[src/core/saeu_defines.vh]
`ifndef SAEU_DEFINES_VH
`define SAEU_DEFINES_VH
// operation codes on cmdOp
`define SAEU_OP_PUSH 4'h1
`define SAEU_OP_POP 4'h2
`define SAEU_OP_LDEX 4'h3
`define SAEU_OP_STEX 4'h4
`define SAEU_OP_CLEAR 4'h5
`define SAEU_OP_BSWAP 4'h6
`define SAEU_OP_HSWAP 4'h7
`define SAEU_OP_SSWAP 4'h8
// access sizes on cmdSize / memSize
`define SAEU_SZ_BYTE 2'h0
`define SAEU_SZ_HALF 2'h1
`define SAEU_SZ_WORD 2'h2
// register numbers
`define SAEU_REG_STACK 4'hD
`define SAEU_REG_LINK 4'hE
`define SAEU_REG_PROG 4'hF
// word stride of multi-register transfers
`define SAEU_WORD_BYTES 32'h00000004
// store-exclusive status values
`define SAEU_STEX_OK 32'h00000000
`define SAEU_STEX_FAIL 32'h00000001
// reset values
`define SAEU_RST_WORD 32'h00000000
`define SAEU_RST_REG 4'h0
`endif

[src/core/saeu_regfile.v]
`include "saeu_defines.vh"
// register bank with registered read port
module saeu_regfile #(
    parameter DW = 32,
    parameter AW = 4
) (
    input wire sys_clk,
    input wire wrEn,
    input wire [AW-1:0] wrAddr,
    input wire [DW-1:0] wrData,
    input wire [AW-1:0] rdAddr,
    output reg [DW-1:0] rdData
);
    reg [DW-1:0] mem [0:(1<<AW)-1];
    always @(posedge sys_clk)
    begin
        if (wrEn)
            mem[wrAddr] <= wrData;
        rdData <= mem[rdAddr];
    end
endmodule

[src/core/saeu_core.v]
`include "saeu_defines.vh"
module saeu_core #(
    parameter DW = 32
) (
    input wire sys_clk,
    input wire sys_rst,
    input wire cmdValid,
    input wire [3:0] cmdOp,
    input wire [15:0] cmdRegList,
    input wire [3:0] cmdTransferReg,
    input wire [3:0] cmdBaseReg,
    input wire [3:0] cmdStatusReg,
    input wire [1:0] cmdSize,
    input wire [9:0] cmdOffset,
    input wire [DW-1:0] cmdOperand,
    input wire memReady,
    input wire [DW-1:0] memRdData,
    input wire snoopValid,
    input wire [DW-1:0] snoopAddr,
    input wire [3:0] flagsIn,
    input wire rfWrExt,
    input wire [3:0] rfWrAddrExt,
    input wire [DW-1:0] rfWrDataExt,
    output reg cmdReady,
    output reg memReq,
    output reg memWrite,
    output reg [1:0] memSize,
    output reg [DW-1:0] memAddr,
    output reg [DW-1:0] memWrData,
    output reg resValid,
    output reg [3:0] resReg,
    output reg [DW-1:0] resData,
    output reg branchValid,
    output reg [DW-1:0] branchAddr,
    output reg [3:0] flagsOut
);
    // ========================================
    // state encoding
    localparam [6:0] ST_IDLE = 7'h01;
    localparam [6:0] ST_RDREG = 7'h02;
    localparam [6:0] ST_ADDR = 7'h04;
    localparam [6:0] ST_RDDATA = 7'h08;
    localparam [6:0] ST_ACCESS = 7'h10;
    localparam [6:0] ST_WAIT = 7'h20;
    localparam [6:0] ST_DONE = 7'h40;

    reg [6:0] state_r;
    reg [3:0] op_r;
    reg [15:0] list_r;
    reg [3:0] curReg_r;
    reg [3:0] xfer_r;
    reg [3:0] rd_r;
    reg [1:0] size_r;
    reg [9:0] off_r;
    reg [DW-1:0] addr_r;
    reg [DW-1:0] stackNew_r;
    reg monOpen_r;
    reg [DW-1:0] monAddr_r;
    reg storeOk_r;
    reg [3:0] rdSel_r;
    reg rfWr;
    reg rfWrInt;
    reg [3:0] rfWrAddr;
    reg [DW-1:0] rfWrData;
    wire [DW-1:0] rfRd;

    // ========================================
    // helpers
    function [4:0] popCount;
        input [15:0] v;
        integer i;
        begin
            popCount = 5'h00;
            for (i = 0; i < 16; i = i + 1)
                popCount = popCount + {4'h0, v[i]};
        end
    endfunction

    function [3:0] lowestBit;
        input [15:0] v;
        integer i;
        begin
            lowestBit = 4'h0;
            for (i = 15; i >= 0; i = i - 1)
                if (v[i])
                    lowestBit = i[3:0];
        end
    endfunction

    function [3:0] highestBit;
        input [15:0] v;
        integer i;
        begin
            highestBit = 4'h0;
            for (i = 0; i < 16; i = i + 1)
                if (v[i])
                    highestBit = i[3:0];
        end
    endfunction

    function [DW-1:0] sizeExtend;
        input [DW-1:0] d;
        input [1:0] sz;
        begin
            case (sz)
                `SAEU_SZ_BYTE: sizeExtend = {24'h000000, d[7:0]};
                `SAEU_SZ_HALF: sizeExtend = {16'h0000, d[15:0]};
                default: sizeExtend = d;
            endcase
        end
    endfunction

    // the register bank read port is registered, so every access spends a read cycle first
    saeu_regfile #(.DW(DW), .AW(4)) uRegs (
        .sys_clk(sys_clk),
        .wrEn(rfWr),
        .wrAddr(rfWrAddr),
        .wrData(rfWrData),
        .rdAddr(rdSel_r),
        .rdData(rfRd)
    );

    wire isPush = (op_r == `SAEU_OP_PUSH);
    wire isPop = (op_r == `SAEU_OP_POP);
    wire isLdex = (op_r == `SAEU_OP_LDEX);
    wire isStex = (op_r == `SAEU_OP_STEX);
    // store-exclusive only proceeds while the monitor is open on the same address
    // a snoop hitting in the same cycle must fail the store as well
    wire snoopHit = snoopValid && (snoopAddr == monAddr_r);
    wire stexPass = monOpen_r && (monAddr_r == addr_r) && !snoopHit;
    wire [3:0] nextReg = isPush ? highestBit(list_r) : lowestBit(list_r);
    wire [15:0] listLeft = list_r & ~(16'h0001 << curReg_r);

    // ========================================
    // bank write port: completed loads except into the program counter, stack pointer update, exclusive status, else external writeback
    always @*
    begin
        rfWr = rfWrExt;
        rfWrInt = 1'b0;
        rfWrAddr = rfWrAddrExt;
        rfWrData = rfWrDataExt;
        if (state_r == ST_WAIT && memReady && !memWrite && curReg_r != `SAEU_REG_PROG)
        begin
            rfWr = 1'b1;
            rfWrInt = 1'b1;
            rfWrAddr = curReg_r;
            rfWrData = sizeExtend(memRdData, size_r);
        end
        else if (state_r == ST_DONE && (isPush || isPop))
        begin
            rfWr = 1'b1;
            rfWrInt = 1'b1;
            rfWrAddr = `SAEU_REG_STACK;
            rfWrData = stackNew_r;
        end
        else if (state_r == ST_DONE && isStex)
        begin
            rfWr = 1'b1;
            rfWrInt = 1'b1;
            rfWrAddr = rd_r;
            rfWrData = storeOk_r ? `SAEU_STEX_OK : `SAEU_STEX_FAIL;
        end
    end

    // ========================================
    // sequencer
    always @(posedge sys_clk or posedge sys_rst)
    begin
        if (sys_rst)
        begin
            state_r <= ST_IDLE;
            op_r <= 4'h0;
            list_r <= 16'h0000;
            curReg_r <= `SAEU_RST_REG;
            xfer_r <= `SAEU_RST_REG;
            rd_r <= `SAEU_RST_REG;
            size_r <= `SAEU_SZ_WORD;
            off_r <= 10'h000;
            addr_r <= `SAEU_RST_WORD;
            stackNew_r <= `SAEU_RST_WORD;
            monOpen_r <= 1'b0;
            monAddr_r <= `SAEU_RST_WORD;
            storeOk_r <= 1'b0;
            rdSel_r <= `SAEU_RST_REG;
            cmdReady <= 1'b1;
            memReq <= 1'b0;
            memWrite <= 1'b0;
            memSize <= `SAEU_SZ_WORD;
            memAddr <= `SAEU_RST_WORD;
            memWrData <= `SAEU_RST_WORD;
            resValid <= 1'b0;
            resReg <= `SAEU_RST_REG;
            resData <= `SAEU_RST_WORD;
            branchValid <= 1'b0;
            branchAddr <= `SAEU_RST_WORD;
            flagsOut <= 4'h0;
        end
        else
        begin
            resValid <= 1'b0;
            branchValid <= 1'b0;
            flagsOut <= flagsIn;
            // every internal bank write is echoed on the result port
            if (rfWrInt)
            begin
                resValid <= 1'b1;
                resReg <= rfWrAddr;
                resData <= rfWrData;
            end
            // another master touching the tagged location breaks the reservation
            if (snoopValid && snoopAddr == monAddr_r)
                monOpen_r <= 1'b0;
            case (state_r)
                ST_IDLE:
                begin
                    if (cmdValid)
                    begin
                        op_r <= cmdOp;
                        list_r <= cmdRegList;
                        xfer_r <= cmdTransferReg;
                        off_r <= cmdOffset;
                        rd_r <= cmdStatusReg;
                        size_r <= (cmdOp == `SAEU_OP_PUSH || cmdOp == `SAEU_OP_POP) ?
                            `SAEU_SZ_WORD : cmdSize;
                        case (cmdOp)
                            `SAEU_OP_CLEAR:
                                monOpen_r <= 1'b0;
                            `SAEU_OP_BSWAP:
                            begin
                                resValid <= 1'b1;
                                resReg <= cmdTransferReg;
                                resData <= {cmdOperand[7:0], cmdOperand[15:8],
                                    cmdOperand[23:16], cmdOperand[31:24]};
                            end
                            `SAEU_OP_HSWAP:
                            begin
                                resValid <= 1'b1;
                                resReg <= cmdTransferReg;
                                resData <= {cmdOperand[23:16], cmdOperand[31:24],
                                    cmdOperand[7:0], cmdOperand[15:8]};
                            end
                            `SAEU_OP_SSWAP:
                            begin
                                resValid <= 1'b1;
                                resReg <= cmdTransferReg;
                                resData <= {{16{cmdOperand[7]}}, cmdOperand[7:0],
                                    cmdOperand[15:8]};
                            end
                            `SAEU_OP_PUSH, `SAEU_OP_POP, `SAEU_OP_LDEX, `SAEU_OP_STEX:
                            begin
                                cmdReady <= 1'b0;
                                rdSel_r <= (cmdOp == `SAEU_OP_PUSH || cmdOp == `SAEU_OP_POP) ?
                                    `SAEU_REG_STACK : cmdBaseReg;
                                state_r <= ST_RDREG;
                            end
                            default:
                                state_r <= ST_IDLE;
                        endcase
                    end
                end
                // the bank read lags rdSel_r by one edge, so each read gets a settle cycle
                ST_RDREG:
                    state_r <= ST_ADDR;
                ST_ADDR:
                begin
                    // rfRd holds the base (stack pointer or base register) here
                    if (isPush)
                    begin
                        addr_r <= rfRd - {popCount(list_r), 2'b00};
                        stackNew_r <= rfRd - {popCount(list_r), 2'b00};
                    end
                    else if (isPop)
                    begin
                        addr_r <= rfRd;
                        stackNew_r <= rfRd + {popCount(list_r), 2'b00};
                    end
                    else
                        addr_r <= rfRd + {22'h000000, off_r};
                    if (isStex)
                        rdSel_r <= xfer_r;
                    else
                        rdSel_r <= nextReg;
                    state_r <= ST_RDDATA;
                end
                ST_RDDATA:
                    state_r <= ST_ACCESS;
                ST_ACCESS:
                begin
                    memSize <= size_r;
                    memAddr <= addr_r;
                    memWrData <= rfRd;
                    if (isPush)
                    begin
                        // push fills from the top down; start address is the top word
                        curReg_r <= nextReg;
                        memAddr <= addr_r + {popCount(list_r) - 5'h01, 2'b00};
                        memWrite <= 1'b1;
                        memReq <= 1'b1;
                        state_r <= ST_WAIT;
                    end
                    else if (isPop)
                    begin
                        curReg_r <= nextReg;
                        // lowest remaining register takes the lowest remaining word
                        memAddr <= stackNew_r - {popCount(list_r), 2'b00};
                        memWrite <= 1'b0;
                        memReq <= 1'b1;
                        state_r <= ST_WAIT;
                    end
                    else if (isLdex)
                    begin
                        curReg_r <= xfer_r;
                        monOpen_r <= 1'b1;
                        monAddr_r <= addr_r;
                        memWrite <= 1'b0;
                        memReq <= 1'b1;
                        state_r <= ST_WAIT;
                    end
                    else
                    begin
                        storeOk_r <= stexPass;
                        monOpen_r <= 1'b0;
                        memWrite <= 1'b1;
                        memReq <= stexPass;
                        state_r <= stexPass ? ST_WAIT : ST_DONE;
                    end
                end
                ST_WAIT:
                begin
                    if (memReady)
                    begin
                        memReq <= 1'b0;
                        if (!memWrite && curReg_r == `SAEU_REG_PROG)
                        begin
                            branchValid <= 1'b1;
                            branchAddr <= {memRdData[DW-1:1], 1'b0};
                        end
                        list_r[curReg_r] <= 1'b0;
                        if ((isPush || isPop) && popCount(list_r) > 5'h01)
                        begin
                            rdSel_r <= isPush ? highestBit(listLeft) : lowestBit(listLeft);
                            state_r <= ST_RDDATA;
                        end
                        else
                            state_r <= ST_DONE;
                    end
                end
                ST_DONE:
                begin
                    cmdReady <= 1'b1;
                    state_r <= ST_IDLE;
                end
                default:
                    state_r <= ST_IDLE;
            endcase
        end
    end
endmodule

[config.mk]
export PLATFORM = sky130hd
export DESIGN_NAME = saeu_core
export DESIGN_NICKNAME = d
export VERILOG_FILES = /design/src/core/saeu_regfile.v /design/src/core/saeu_core.v
export VERILOG_INCLUDE_DIRS = /design/src /design/src/core
export SDC_FILE = /design/constraint.sdc
export NUM_CORES = 2
export LEC_CHECK = 0
export BUFFER_PORTS_ARGS = -buffer_cell sky130_fd_sc_hd__buf_4
export CORE_MARGIN = 2
export CORE_UTILIZATION = 65
export DETAILED_ROUTE_END_ITERATION = 12
export PLACE_DENSITY = 0.86
export SKIP_LAST_GASP = 1
export SYNTH_ARGS = -nofsm -noshare
export SYNTH_HDL_FRONTEND = slang
export SYNTH_SLANG_ARGS = --single-unit
[constraint.sdc]
create_clock -name sys_clk -period 30.2 [get_ports sys_clk]
set_clock_uncertainty 0.05 [all_clocks]
set_input_delay 7.55 -clock sys_clk [delete_from_list [all_inputs] [get_ports sys_clk]]
set_output_delay 7.55 -clock sys_clk [all_outputs]
set_load 0.01 [all_outputs]
==> run_results.csv <==
group,metric,value,unit
status,status,"finished with violations",
status,violations,"capacitance limit, slew limit",
timing,period_share,34.7,%
floorplan,rows,90,
yosys,yosysTopAreaCellShare,39.2,%
timing,finalHoldViolations,0,
hold_path,hp-class,"reg -> reg",
clocking,post_cts_buffers,0,
grt,grtUsageTotal,42.8,%
floorplan,core-area,60000,um^2
clocking,cts_tree,"done",
drt,routed_wl,134,mm
clocking,hold_buffers,0,
yosys,synth_largest_area_cell,"edfxtp_1",
clocking,clkTransAtPathRegs,70,ps
timing,slew_viol_final,18,
drt,ant_nets,0,
timing,relSlewSlack,-2.70,%
critical_path,crit_slowest_cell,"nor2_4",
clocking,clock-root-buffer,"clkbuf_16",
floorplan,die_h,250,um
yosys,syn_avg_cell_area,13.0,um^2
critical_path,critPathKind,"in -> reg",
yosys,synth_flop_cell,"edfxtp_1",
final_layout,finalNetCount,3525,
critical_path,path_cells,"buf_4 > nand3b_1 > nor2_1 > and3_2 > buf_4 > nand2_1 > o21ai_0 > nand2_1 > nor2_4",
floorplan,chipWidth,250,um
drt,first_pass_iters,6,
yosys,ys_ff_latch,839,
yosys,synth_area_leaders,"edfxtp_1 (39%), dfrtp_1 (19%), mux4_2 (9.2%)",
floorplan,ios,329,
grt,grt_pass1_vias,29100,
grt,grt_pass1_wl,195,mm
grt,grt_overflow_total,0,
timing,fmax,95.6,MHz
timing,fin_setup_tns,0,ps
yosys,async_flop_share,35.2,%
yosys,yosys_warnings,0,
clocking,worstSkewPairLatency,670,ps
yosys,syn_area,39300,um^2
final_layout,fin_area,45300,um^2
yosys,syn_inst,3023,
flow_run,cap_viol_max_count,1,
clocking,numCtsBuffers,83,
final_layout,post-route-util,75.6,%
yosys,ys_seq_area_share,59.6,%
critical_path,max_stage_delay,1050,ps
placed_design,placed_cell_area,42500,um^2
floorplan,design.die.area,62400,um^2
critical_path,cp-start-kind,"input port",
clocking,h-tree-depth,3,
yosys,syn_nets,3260,
clocking,cts.path.max_buffers,3,
drt,wl_per_cell,32.3,um
grt,grt_max_degree,100,
critical_path,required,30410,ps
clocking,cts_sinks,839,
grt,antenna_found_initial,6,
final_layout,final_layout_size_suffix_gt1_share,24.8,%
timing,grt_setup_unrepaired,"false",
drt,drc,0,
critical_path,worstPathArrival,10670,ps
placed_design,port_buffers,327,
drt,drt_iter0_drc,3977,
yosys,synth_edf_count,512,
drt,via_per_inst,7.21,
final_layout,syn_to_final_growth,15.5,%
floorplan,initial_core_util,65.4,%
yosys,ys_types,87,
placed_design,dp.final_hpwl,86.2,mm
critical_path,cp-end-kind,"flop",
timing,fin_crit,10460,ps
critical_path,reg2reg_setup_slack,23120,ps
placed_design,routabilityCongestion,0.949,
timing,tightest_slew,1530,ps
clocking,ctsResizeCount,0,
critical_path,crit_fanout,66,
drt,route.vias.total,29800,
timing,setup_violations,0,
==> layer usage <==
metal	share of wire, %	wire (um)	up-vias	global-route usage (%)
li1	-	-	12000	-
met1	35	47000	14800	55.7
met2	47	62900	2505	68.0
met3	12	16600	482	11.7
met4	5.3	7090	6	19.6
met5	0.028	37	-	0
==> flip-flops by register name (all words and copies together), names as in the netlist, 31 cells and up <==
register	cells
uRegs.mem	512
addr_r	32
memAddr	32
memWrData	32
monAddr_r	32
resData	32
stackNew_r	32
uRegs.rdData	32
branchAddr	31
==> critical path: cells and delay by family <==
kind,cells,cell delay (ps)
AO/OA/AOI/OAI,1,170
buffers and inverters,2,780
AND/OR/NAND/NOR,6,2060
==> through the flow <==
step                      std cells  hold slack (ps)  worst slack [ps]
after floorplan                3023              390             14460
after global placement         3984              406             19420
after detailed placement       3984              402             19290
after CTS                      4138              413             19900
after global routing           4139              441             19550
final                          4140              412             19740
==> placed cells by master, fill, tap and decap left out, drive strengths merged, types with 10 or more instances in the layout <==
master,count
nor3b,15
o31ai,14
dfrtp,291
a211oi,20
a32oi,13
or2,11
fa,15
clkbuf,113
o221a,34
o211ai,15
clkinv,27
mux2i,27
inv,58
dfxtp,32
mux2,69
o21a,11
o21ai,206
buf,383
nor3,51
xor2,111
mux4,160
nand2b,22
edfxtp,512
nand3,69
nor4,40
a221oi,11
a221o,17
nor2,169
a21oi,95
and2,19
xnor2,47
nand4,20
ha,36
a31oi,54
and3,19
o22ai,14
a22oi,34
a21o,10
or3,16
nand2,346
==> final timing paths <==
path                       startpoint               end  depth (start not counted)
max                          memReady  uRegs.mem[3][16]                          9
min                          cmdReady          cmdReady                          2
max reg2reg                 list_r[5]       memAddr[30]                         21
min reg2reg                  cmdReady          cmdReady                          2
max in group asynchronous     sys_rst        memSize[0]                          4
min in group asynchronous     sys_rst         list_r[7]                          2
==> Yosys cell counts (all sizes together) (20+ instances only) <==
library cell	n
dfrtp	291
o21ai	206
edfxtp	512
xor2	111
xnor2	47
dfxtp	32
a21oi	95
a31oi	54
nand2b	22
buf	48
nand3	69
nand2	346
inv	56
clkbuf	156
ha	36
a22oi	34
mux4	160
a211oi	20
nor3	51
nor4	40
nand4	20
mux2	69
nor2	169
o221a	34
mux2i	27
==> layout make-up <==
cell class | count | area, um^2
diodes | 1 | 2.50
clock buffers | 112 | 2320
clock inverters | 42 | 534
fillers | 3587 | 14700
inverters | 56 | 218
multi-input cells | 1924 | 15000
flip-flops and latches | 839 | 23400
well taps | 782 | 978
repair buffers | 384 | 2890
==> cell families after synthesis <==
| family | share of synthesized area, % |
|---|---|
| flops | 59.6 |
| other cells | 0.00955 |
| mux | 11.8 |
| buf+inv | 2.59 |
| simple gates | 10.1 |
| fa+ha+maj | 1.91 |
| xor+xnor | 3.52 |
| compound gates | 10.4 |
Power is left out: the tool's default activity adds up to more than one toggle a clock period on the data nets, which glitch-free logic cannot reach.
